**src/hw/cidrc_pkg.sv**
```systemverilog
// constants and types for the caller id receiver control block
// assumes a 10 MHz reference clock and 1-bit sliced amplifier outputs
package cidrc_pkg;

	// ----------------------------------------
	// timing
	// ----------------------------------------
	localparam int unsigned CLK_HZ = 10000000;
	localparam int unsigned BAUD = 1200;
	// one fsk bit, rounded down
	localparam int unsigned BIT_CYC = CLK_HZ / BAUD;
	// tone guard times in microseconds
	localparam int unsigned GP_US = 40;
	localparam int unsigned GA_US = 10;
	localparam int unsigned GP_CYC = (GP_US * CLK_HZ + 999999) / 1000000;
	localparam int unsigned GA_CYC = (GA_US * CLK_HZ + 999999) / 1000000;
	localparam int unsigned CW = 16;
	localparam int unsigned NDATA = 8;

	// ----------------------------------------
	// register map
	// ----------------------------------------
	localparam logic [3:0] A_STATUS = 4'h0;
	localparam logic [3:0] A_MASK = 4'h4;
	localparam logic [3:0] A_DATA = 4'h8;
	localparam logic [3:0] A_STATE = 4'hc;
	localparam int unsigned NEV = 4;
	localparam int unsigned EV_BYTE = 0;
	localparam int unsigned EV_TONE = 1;
	localparam int unsigned EV_FRAME = 2;
	localparam int unsigned EV_CARR = 3;

	// ----------------------------------------
	// types
	// ----------------------------------------
	typedef enum logic [2:0] {
		F_FSK = 3'b000,
		F_CAS_HS = 3'b001,
		F_CAS_LN = 3'b010,
		F_PD = 3'b011,
		F_RSV = 3'b100
	} cidrc_func_t;

	typedef enum logic [1:0] {
		RX_IDLE = 2'b00,
		RX_START = 2'b01,
		RX_DATA = 2'b10,
		RX_STOP = 2'b11
	} cidrc_rx_t;

	// power enables, high keeps the section running
	typedef struct packed {
		logic osc;
		logic line_amp;
		logic handset_amp;
		logic demod;
		logic tone;
	} cidrc_pwr_t;

	typedef struct packed {
		logic stop;
		logic [7:0] data;
	} cidrc_byte_t;

	localparam cidrc_pwr_t PWR_OFF = 5'h00;
	localparam cidrc_byte_t BYTE_IDLE = 9'h1ff;

endpackage

```
**src/hw/cidrc_top.sv**
```systemverilog
// control, fsk framing and tone guard logic of the caller id receiver
// assumes all inputs synchronous to ref_clk; analog cores sit outside
//
// The placing of the registers and the strobed register port were left to the implementer.
`timescale 1ns/10ps

// Notes on behaviour
// - fsk data as bit stream or byte buffer
// - buffer also keeps stop bit, shifted last
// - stream mode gives bit and byte strobes
// - carrier status out; no carrier mutes stream data
// - power down stops amps, demod, tone, oscillator
// - fsk selected keeps tone detector off
// - tone selected keeps fsk demodulator off
// - demodulator fed only from line amp
// - tone detector input follows selected amp
// - line amp selected ignores handset amp
// - handset amp selected ignores line amp
// - tone modes switch shared pin to tone
// - tone output low on tone, high after
// - function code picks mode; zero code reserved
module cidrc_top #(
	parameter int unsigned BIT_CYC = cidrc_pkg::BIT_CYC
) (
	// clock and reset
	input wire logic ref_clk,
	input wire logic nrst,
	// register port
	input wire logic [3:0] reg_addr,
	input wire logic [31:0] reg_wdata,
	input wire logic reg_wr,
	input wire logic reg_rd,
	output logic [31:0] reg_rdata,
	// control pins
	input wire logic iface_format_sel,
	input wire logic function_sel_a,
	input wire logic function_sel_b,
	// front end and cores
	input wire logic line_amp_out,
	input wire logic handset_amp_out,
	input wire logic fsk_demod_bit,
	input wire logic fsk_carrier,
	input wire logic tone_pair_present,
	// host serial read clock
	input wire logic host_shift_clk,
	// routing and power
	output logic fsk_path_in,
	output logic tone_path_in,
	output cidrc_pkg::cidrc_pwr_t pwr_en,
	// data side
	output logic data_out,
	output logic bit_strobe,
	output logic byte_strobe,
	output logic carrier_det,
	output logic shared_ready_or_tone_out,
	output logic irq
);

	// ----------------------------------------
	// mode decode
	// ----------------------------------------
	localparam logic [15:0] BIT_LD = 16'(BIT_CYC - 1);
	localparam logic [15:0] HALF_LD = 16'(BIT_CYC / 2 - 1);
	localparam logic [15:0] GP_LD = 16'(cidrc_pkg::GP_CYC - 1);
	localparam logic [15:0] GA_LD = 16'(cidrc_pkg::GA_CYC - 1);
	localparam logic [3:0] LAST_BIT = 4'(cidrc_pkg::NDATA - 1);

	cidrc_pkg::cidrc_func_t func;
	wire logic fsk_sel;
	wire logic cas_sel;
	wire logic pd_sel;
	wire logic buf_mode;
	cidrc_pkg::cidrc_pwr_t next_pwr;

	// reserved code is run as full power down
	assign func = (function_sel_a && function_sel_b) ? cidrc_pkg::F_FSK :
		function_sel_a ? cidrc_pkg::F_CAS_HS :
		function_sel_b ? cidrc_pkg::F_CAS_LN :
		iface_format_sel ? cidrc_pkg::F_PD : cidrc_pkg::F_RSV;
	assign fsk_sel = func == cidrc_pkg::F_FSK;
	assign cas_sel = func == cidrc_pkg::F_CAS_HS || func == cidrc_pkg::F_CAS_LN;
	assign pd_sel = func == cidrc_pkg::F_PD || func == cidrc_pkg::F_RSV;
	assign buf_mode = iface_format_sel;

	always_comb begin
		next_pwr = cidrc_pkg::PWR_OFF;
		if (!pd_sel) begin
			next_pwr.osc = 1'b1;
			next_pwr.line_amp = 1'b1;
			next_pwr.handset_amp = 1'b1;
			next_pwr.demod = fsk_sel;
			next_pwr.tone = cas_sel;
		end
	end

	// ----------------------------------------
	// input routing
	// ----------------------------------------
	wire logic next_fsk_in;
	wire logic next_tone_in;

	assign next_fsk_in = fsk_sel & line_amp_out;
	assign next_tone_in = (func == cidrc_pkg::F_CAS_HS) ? handset_amp_out :
		(func == cidrc_pkg::F_CAS_LN) ? line_amp_out : 1'b0;

	always_ff @(posedge ref_clk) begin
		if (!nrst) begin
			pwr_en <= cidrc_pkg::PWR_OFF;
			fsk_path_in <= 1'b0;
			tone_path_in <= 1'b0;
		end else begin
			pwr_en <= next_pwr;
			fsk_path_in <= next_fsk_in;
			tone_path_in <= next_tone_in;
		end
	end

	// ----------------------------------------
	// fsk framing
	// ----------------------------------------
	cidrc_pkg::cidrc_rx_t rx_st;
	cidrc_pkg::cidrc_rx_t next_rx_st;
	logic [15:0] rx_cnt;
	logic [3:0] rx_idx;
	logic [7:0] rx_sh;
	logic demod_q;
	wire logic rx_run;
	wire logic tick;
	wire logic samp;
	wire logic done;
	wire logic start_edge;

	// a carrier drop aborts the byte in flight
	assign rx_run = fsk_sel && fsk_carrier;
	assign tick = rx_cnt == 16'h0000;
	assign start_edge = demod_q && !fsk_demod_bit;
	// strobes and byte capture die with the carrier, even in the cycle it drops
	assign samp = rx_run && rx_st == cidrc_pkg::RX_DATA && tick;
	assign done = rx_run && rx_st == cidrc_pkg::RX_STOP && tick;

	always_comb begin
		next_rx_st = rx_st;
		case (rx_st)
			cidrc_pkg::RX_IDLE: begin
				if (start_edge)
					next_rx_st = cidrc_pkg::RX_START;
			end
			cidrc_pkg::RX_START: begin
				if (tick)
					next_rx_st = fsk_demod_bit ? cidrc_pkg::RX_IDLE : cidrc_pkg::RX_DATA;
			end
			cidrc_pkg::RX_DATA: begin
				if (tick && rx_idx == LAST_BIT)
					next_rx_st = cidrc_pkg::RX_STOP;
			end
			default: begin
				if (tick)
					next_rx_st = cidrc_pkg::RX_IDLE;
			end
		endcase
		if (!rx_run)
			next_rx_st = cidrc_pkg::RX_IDLE;
	end

	always_ff @(posedge ref_clk) begin
		if (!nrst) begin
			rx_st <= cidrc_pkg::RX_IDLE;
			rx_cnt <= 16'h0000;
			rx_idx <= 4'h0;
			rx_sh <= 8'h00;
			demod_q <= 1'b1;
		end else begin
			rx_st <= next_rx_st;
			demod_q <= fsk_demod_bit;
			if (rx_st == cidrc_pkg::RX_IDLE)
				rx_cnt <= HALF_LD;
			else if (tick)
				rx_cnt <= BIT_LD;
			else
				rx_cnt <= rx_cnt - 16'h0001;
			if (rx_st != cidrc_pkg::RX_DATA)
				rx_idx <= 4'h0;
			else if (tick)
				rx_idx <= rx_idx + 4'h1;
			if (samp)
				rx_sh <= {fsk_demod_bit, rx_sh[7:1]};
		end
	end

	// ----------------------------------------
	// byte buffer and host readout
	// ----------------------------------------
	cidrc_pkg::cidrc_byte_t hold;
	cidrc_pkg::cidrc_byte_t last_byte;
	logic ready;
	logic shift_q;
	wire logic shift_edge;
	wire logic next_data;

	assign shift_edge = host_shift_clk && !shift_q;
	// stream data idles at mark while muted
	assign next_data = buf_mode ? hold[0] : (rx_run ? fsk_demod_bit : 1'b1);

	always_ff @(posedge ref_clk) begin
		if (!nrst) begin
			hold <= cidrc_pkg::BYTE_IDLE;
			last_byte <= cidrc_pkg::BYTE_IDLE;
			ready <= 1'b0;
			shift_q <= 1'b0;
		end else begin
			shift_q <= host_shift_clk;
			if (done) begin
				hold <= {fsk_demod_bit, rx_sh};
				last_byte <= {fsk_demod_bit, rx_sh};
			end else if (shift_edge && buf_mode) begin
				hold <= {1'b1, hold[8:1]};
			end
			// a new byte wins over a shift in the same cycle
			if (done && buf_mode)
				ready <= 1'b1;
			else if (shift_edge || !buf_mode)
				ready <= 1'b0;
		end
	end

	// ----------------------------------------
	// tone guard timing
	// ----------------------------------------
	logic tone_n;
	logic [15:0] g_cnt;
	wire logic g_hit;

	assign g_hit = tone_n ? (g_cnt == GP_LD) : (g_cnt == GA_LD);

	// present and absent times both need an unbroken run
	always_ff @(posedge ref_clk) begin
		if (!nrst) begin
			tone_n <= 1'b1;
			g_cnt <= 16'h0000;
		end else if (!cas_sel) begin
			tone_n <= 1'b1;
			g_cnt <= 16'h0000;
		end else if (tone_pair_present == tone_n) begin
			if (g_hit) begin
				tone_n <= !tone_n;
				g_cnt <= 16'h0000;
			end else begin
				g_cnt <= g_cnt + 16'h0001;
			end
		end else begin
			g_cnt <= 16'h0000;
		end
	end

	// ----------------------------------------
	// output pins
	// ----------------------------------------
	wire logic next_shared;

	assign next_shared = cas_sel ? tone_n : !(fsk_sel && ready);

	always_ff @(posedge ref_clk) begin
		if (!nrst) begin
			data_out <= 1'b1;
			bit_strobe <= 1'b0;
			byte_strobe <= 1'b0;
			carrier_det <= 1'b0;
			shared_ready_or_tone_out <= 1'b1;
		end else begin
			data_out <= next_data;
			bit_strobe <= samp && !buf_mode;
			byte_strobe <= done && !buf_mode;
			carrier_det <= rx_run;
			shared_ready_or_tone_out <= next_shared;
		end
	end

	// ----------------------------------------
	// status, mask and register port
	// ----------------------------------------
	logic [3:0] sts;
	logic [3:0] mask;
	logic tone_nq;
	wire logic [3:0] ev;
	wire logic [3:0] w1c;
	wire logic [3:0] next_sts;
	wire logic [31:0] next_rdata;

	assign ev[cidrc_pkg::EV_BYTE] = done;
	assign ev[cidrc_pkg::EV_TONE] = tone_nq && !tone_n;
	assign ev[cidrc_pkg::EV_FRAME] = done && !fsk_demod_bit;
	assign ev[cidrc_pkg::EV_CARR] = carrier_det && !rx_run;
	assign w1c = (reg_wr && reg_addr == cidrc_pkg::A_STATUS) ? reg_wdata[3:0] : 4'h0;
	// set beats clear in the same cycle
	assign next_sts = (sts & ~w1c) | ev;
	assign next_rdata = (reg_addr == cidrc_pkg::A_STATUS) ? {28'h0, sts} :
		(reg_addr == cidrc_pkg::A_MASK) ? {28'h0, mask} :
		(reg_addr == cidrc_pkg::A_DATA) ? {23'h0, last_byte} :
		(reg_addr == cidrc_pkg::A_STATE) ? {25'h0, func, tone_n, ready, buf_mode, rx_run} :
		32'h0;

	always_ff @(posedge ref_clk) begin
		if (!nrst) begin
			sts <= 4'h0;
			mask <= 4'h0;
			tone_nq <= 1'b1;
			irq <= 1'b0;
			reg_rdata <= 32'h0;
		end else begin
			sts <= next_sts;
			tone_nq <= tone_n;
			irq <= |(next_sts & mask);
			if (reg_wr && reg_addr == cidrc_pkg::A_MASK)
				mask <= reg_wdata[3:0];
			reg_rdata <= reg_rd ? next_rdata : 32'h0;
		end
	end
endmodule

```
**config.mk**
```make
export PLATFORM = sky130hd
export DESIGN_NAME = cidrc_top
export DESIGN_NICKNAME = d
export VERILOG_FILES = /design/src/hw/cidrc_pkg.sv /design/src/hw/cidrc_top.sv
export SDC_FILE = /design/constraint.sdc
export NUM_CORES = 1
export LEC_CHECK = 0
export ABC_AREA = 1
export BUFFER_PORTS_ARGS = -buffer_cell sky130_fd_sc_hd__buf_2
export CAP_MARGIN = 5
export CORE_AREA = 2 2 115 117
export DETAILED_ROUTE_END_ITERATION = 16
export DIE_AREA = 0 0 117 119
export GPL_TIMING_DRIVEN = 0
export PLACE_DENSITY = 0.62
export SKIP_CTS_REPAIR_TIMING = 1
export SYNTH_ARGS = -nofsm -noshare
export SYNTH_HDL_FRONTEND = slang
export SYNTH_SLANG_ARGS = --single-unit
```
**constraint.sdc**
```tcl
create_clock -name ref_clk -period 3.25 [get_ports ref_clk]
set_clock_uncertainty 0.15 [all_clocks]
set_input_delay 0.1625 -clock ref_clk [delete_from_list [all_inputs] [get_ports ref_clk]]
set_output_delay 0.1625 -clock ref_clk [all_outputs]
set_load 0.01 [all_outputs]
```
==> out/results.ini, run 1 <==
[outcome]
status = complete, but fails checks
failed_checks = hold timing

[timing]
rsz0062_at_grt = no
drv_slew = 0
period_share = 0.5944
hold_slack_ns = -0.01025
slew_headroom = 0.5134
finalSetupTns_ns = 0
hold_viol = 3
tightest_slew_ns = 0.7300
final-setup-viol-count = 0
fmax_mhz = 517.6
finalCriticalPeriod_ns = 1.932

[setup_path]
crit_arrival_ns = 2.02
required_ns = 3.34
criticalPathCategory = reg2reg
critPathMaxFanout = 10
endpoint_kind = flop
startpoint_type = flop

[power]
intPower_mw = 1.803
p_clk_frac = 0.397
leakagePower_nw = 2.352
peakVddDrop_mv = 0.2077
netSwitchingFraction = 0.2393
power_switching_mw = 0.5672
power_density_nw_per_um2 = 440.7
p_total_mw = 2.370
combPwrFrac = 0.089
power_frac_seq = 0.514

[cells_and_area]
nets = 718
final_area_um2 = 5378
fin_cells = 844
seqCellArea_um2 = 1942
multi_input_area_um2 = 2135
antenna_cells = 0
area_delta_synth_final_pct = 19.59
drive_gt1_frac = 0.1976
nFillCells = 1333

[global_route]
grt_pass1_wl_mm = 16.31
grt.total_usage = 0.1507
grt_max_degree = 15
grt_antenna_before_repair = 0
overflow = 0
grt_pass1_vias = 3551

[routing]
routedWlPerCell_um = 11.90
vias = 3833
drt_wl_total_mm = 10.04
dr.pass1.iters = 4
routed_via_density = 4.541
drtAntennaViolNets = 0
route.detailed.drc = 0
dr.first_iter.drc_count = 220

[yosys]
synthTopCellsByCount = nand2_1, dfxtp_1, inv_1
synth.area.top_cells = dfxtp_1, nand2_1, inv_1
synth_edf_count = 0
synth_cell_types = 42
synth.avg_cell_area_um2 = 7.767
synth_most_common_cell = nand2_1
synthArstFlopShare = 0
synthCells = 579
synth-seq-area-share = 0.4318
ys.flop_type = dfxtp_1
netlist_area_um2 = 4497
yosys.area.top_type = dfxtp_1
yosys_register_bits = 97
yosysTopAreaCellShare = 0.4318
synth_warnings = 0

[cts]
cts_num_sinks = 97
worstSkewPairLatency_ns = 0.34
cts_buffers = 9
cts_max_level = 3
clk_pin_slew_ns = 0.06
ctsRootBufferMaster = clkbuf_16
clk_path_buf_depth = 2
cts_tree = built

[die]
coreArea_um2 = 12870
die_w_um = 117
die_area_um2 = 13920
row_count = 42
io_pins = 94
start_util = 0.3493
die_height_um = 119

[placed_design]
dp_cells = 818
io_buffers = 41
dpl.hpwl_mm = 7.507
finalWeightedCongestion = 0.9176
placedInstanceArea_um2 = 5005

[job]
cap_violations = 0

[min_path]
min_path_type = in2reg

path summary, 6_finish.rpt:
| path | from | to | slack, ns | cells past startpoint |
|---|---|---|---|---|
| worst min register to register | g_cnt[0] | g_cnt[0] | 0.30 | 1 |
| worst max-delay path | g_cnt[0] | g_cnt[6] | 1.32 | 7 |
| worst max register to register | g_cnt[0] | g_cnt[6] | 1.32 | 7 |
| worst min-delay path | reg_wdata[2] | mask[2] | -0.01 | 3 |
kinds of logic after synthesis:
group           synth area share
simple gates              0.2855
compound gates            0.1160
flops                     0.4318
xor+xnor                 0.04285
fa+ha+maj                0.01113
buf+inv                   0.1119
other cells            0.0008339
metal layers:
| metal | vias to the layer above | GRT usage | wire length, um |
|---|---|---|---|
| met2 | 96 | 0.2377 | 4749 |
| met5 | - | 0 | 0 |
| met3 | 8 | 0.04478 | 681 |
| met4 | 0 | 0.06176 | 133 |
| li1 | 1991 | - | - |
| met1 | 1738 | 0.1910 | 4479 |
power by group through the flow:
stage	logic (mW)	clock network, mW	registers, mW
6_report	0.211	0.941	1.22
5_1_grt	0.237	1.03	1.22
3_5_place_dp	0.200	0	1.24
2_1_floorplan	0.142	0	1.25
4_1_cts	0.201	0.980	1.22
3_3_place_gp	0.198	0	1.24
layout by cell type, fill, tap and decap left out, types with 3 or more instances in the layout:
| cell | netlist | routed |
|---|---|---|
| nand2_1 | 128 | 128 |
| dfxtp_1 | 97 | 97 |
| inv_1 | 61 | 61 |
| nor2_1 | 53 | 53 |
| buf_2 | 2 | 43 |
| a21oi_1 | 42 | 42 |
| nand3_1 | 27 | 27 |
| buf_4 | 26 | 26 |
| conb_1 | 1 | 23 |
| xor2_1 | 16 | 16 |
| o21ai_0 | 15 | 15 |
| nor3_1 | 13 | 13 |
| nand4_1 | 12 | 12 |
| dlygate4sd3_1 | 0 | 12 |
| a21oi_2 | 10 | 10 |
| clkbuf_16 | 0 | 9 |
| nor2_4 | 8 | 8 |
| o21ai_2 | 7 | 7 |
| nor2_2 | 6 | 6 |
| xnor2_1 | 6 | 6 |
| clkbuf_1 | 2 | 4 |
| buf_6 | 4 | 4 |
| nor3b_1 | 4 | 4 |
| ha_1 | 4 | 4 |
| nand2_2 | 3 | 3 |
| nand2_4 | 3 | 3 |
| nand3_2 | 3 | 3 |
| o211ai_1 | 3 | 3 |
| o22ai_1 | 3 | 3 |
final cells by class:
type                       count  area share
sequential                    97      0.3611
tap                          176     0.04095
inverter                      65     0.04560
clock buffer                  11     0.04328
timing repair buffer          53     0.06049
buffer                        34     0.04793
multi-input combinational    405      0.3969
clock inverter                 3    0.003723
metrics by stage:
step | util | setup WS, ns
6_report | 0.4177 | 1.318
5_1_grt | 0.4177 | 1.102
4_1_cts | 0.4084 | 1.301
3_5_place_dp | 0.3887 | 1.315
3_3_place_gp | 0.3887 | 1.342
2_1_floorplan | - | 1.590
critical path: stages, from the launching register on:
cell and delay, ns:
dfxtp_1 0.35, ha_1 0.30, nand3b_1 0.11, nor4_1 0.34, nand3_1 0.18, nand2_2 0.18, buf_6 0.16, nor2_1 0.05
registers in the layout, summed over array words and instances (netlist names), 2 cells and up:
register / cells
g_cnt: 16
hold: 9
last_byte: 9
mask: 4
pwr_en: 3
reg_rdata: 9
rx_cnt: 16
rx_idx: 4
rx_sh: 8
rx_st: 2
sts: 4
(Power assumes the default switching activity.)
==> run 2: changes to the inputs <==
Settings changed: ABC_AREA 1 to 0, CORE_AREA 2 2 115 117 to 2 2 112 114, DIE_AREA 0 0 117 119 to 0 0 114 116.
Clock period 3.25 ns to 1.8 ns, I/O delays scaled along.
==> out/results.ini, run 2 <==
[routing]
dr.first_iter.drc_count = 173
vias = 3469
dr.pass1.iters = 4
drtAntennaViolNets = 0
routedWlPerCell_um = 13.52
routed_via_density = 4.785
route.detailed.drc = 0
drt_wl_total_mm = 9.805

[outcome]
failed_checks = hold timing, setup timing
status = complete, but fails checks

[setup_path]
startpoint_type = flop
required_ns = 1.89
endpoint_kind = flop
crit_arrival_ns = 2.14
criticalPathCategory = reg2reg
critPathMaxFanout = 8

[yosys]
yosysTopAreaCellShare = 0.4547
synth_edf_count = 0
synth.avg_cell_area_um2 = 9.144
yosys_register_bits = 97
ys.flop_type = dfxtp_1
synth_cell_types = 52
synthArstFlopShare = 0
synthCells = 467
synth.area.top_cells = dfxtp_1, nor2_1, mux2i_1
yosys.area.top_type = dfxtp_1
synth-seq-area-share = 0.4547
synthTopCellsByCount = dfxtp_1, nor2_1, buf_4, nand2_1, o21ai_0
netlist_area_um2 = 4270
synth_most_common_cell = dfxtp_1
synth_warnings = 0

[cells_and_area]
nets = 628
drive_gt1_frac = 0.3114
layout.cells.most_common = dfxtp_1
antenna_cells = 0
final_area_um2 = 5718
layout_common_cells = dfxtp_1, nor2_1, buf_2, buf_4, nand2_1
area_delta_synth_final_pct = 33.90
reg_top3 = g_cnt x16, rx_cnt x16

[global_route]
grt_max_degree = 15
grt_pass1_wl_mm = 15.06
grt.total_usage = 0.1436
grt_antenna_before_repair = 0
grt_pass1_vias = 3142
overflow = 0

[timing]
slew_headroom = 0.6062
hold_slack_ns = -0.02031
setup_slack_ns = -0.2527
final-setup-viol-count = 47
period_share = 1.140
hold_viol = 3
fmax_mhz = 487.2
finalCriticalPeriod_ns = 2.053
drv_slew = 0
rsz0062_at_grt = yes
tightest_slew_ns = 0.5859

[power]
power_density_nw_per_um2 = 771.5
netSwitchingFraction = 0.2211
power_frac_seq = 0.494
intPower_mw = 3.436
leakagePower_nw = 2.339
combPwrFrac = 0.082
power_switching_mw = 0.9754
peakVddDrop_mv = 0.3968
p_clk_frac = 0.424

[die]
row_count = 40
io_pins = 94
die_w_um = 114
die_area_um2 = 13220
die_height_um = 116
coreArea_um2 = 11910
start_util = 0.3585

[cts]
cts_max_level = 3
ctsRootBufferMaster = clkbuf_16
cts_buffers = 9
cts_num_sinks = 97
worstSkewPairLatency_ns = 0.34
cts_tree = built
clk_pin_slew_ns = 0.06
clk_path_buf_depth = 2

[placed_design]
pre_cts_ws_ns = -0.3766
io_buffers = 40
placedInstanceArea_um2 = 4756
finalWeightedCongestion = 0.8515
dpl.hpwl_mm = 6.650

[job]
cap_violations = 0

[min_path]
min_path_type = in2reg

[run 2: changes by cell type after synthesis, sizes merged, moves of 8 or more]
cell / delta
inv: -53
nor2b: +23
and3: +10
mux2: +9
mux2i: +23
xnor2: +8
a21oi: -43
nand3: -17
clkbuf: +8
nand2: -105
[run 2: critical path, cell delays in order, from the launching register on]
cell	delay (ns)
dfxtp_2	0.32
or4_4	0.51
or3_4	0.38
a21oi_2	0.16
nand3b_4	0.22
clkbuf_16	0.16
nor2_1	0.04
[run 2: logic make-up (layout without fill, tap and decap cells)]
kind of cell | count (synthesis) | after routing | synth area share
buffers and inverters | 52 | 140 | 0.07413
XOR/XNOR | 31 | 31 | 0.06358
flip-flops | 97 | 97 | 0.4547
AO/OA/AOI/OAI | 50 | 50 | 0.07062
other | 1 | 23 | 0.0008781
AND/OR/NAND/NOR | 199 | 200 | 0.2414
multiplexers | 33 | 33 | 0.08292
adder cells (fa/ha/maj) | 4 | 4 | 0.01172
[run 2: layout make-up]
class | instances | area [um2]
buffer | 42 | 312.8
clock buffer | 11 | 242.7
clock inverter | 3 | 42.54
fill | 1099 | 6193
inverter | 9 | 36.28
multi-input combinational | 341 | 2384
sequential | 97 | 1962
tap | 147 | 183.9
timing repair buffer | 75 | 554.3
[run 2: layer usage]
metal / GRT usage / part of all wire / vias to the layer above
li1: - / - / 1758
met1: 0.1857 / 0.47 / 1625
met2: 0.2258 / 0.48 / 79
met3: 0.03713 / 0.042 / 7
met4: 0.06585 / 0.013 / 0
met5: 0 / 0 / -
[run 2: path summary, 6_finish.rpt]
check / from / endpoint / slack [ns] / cells after the start
hold reg to reg: g_cnt[0] / g_cnt[0] / 0.32 / 1
setup / recovery: g_cnt[8] / g_cnt[9] / -0.25 / 6
hold / removal: handset_amp_out / tone_path_in / -0.02 / 4
setup reg to reg: g_cnt[8] / g_cnt[9] / -0.25 / 6
[run 2: through the flow]
stage               cells  total power, mW  TNS, ns  utilization
floorplan             489            2.439  -0.8445            -
global placement      676            2.520   -13.82       0.3993
detailed placement    676            2.523   -14.90       0.3993
CTS                   690            4.388   -16.88       0.4232
global route          725            4.589   -9.452       0.4800
finish                725            4.411   -5.754       0.4800
[run 2: power groups by stage]
stage / Clock [mW] / Combinational, mW / Sequential (mW)
floorplan: 0 / 0.207 / 2.23
global placement: 0 / 0.290 / 2.23
detailed placement: 0 / 0.293 / 2.23
CTS: 1.91 / 0.294 / 2.18
global route: 2.02 / 0.393 / 2.18
finish: 1.87 / 0.360 / 2.18
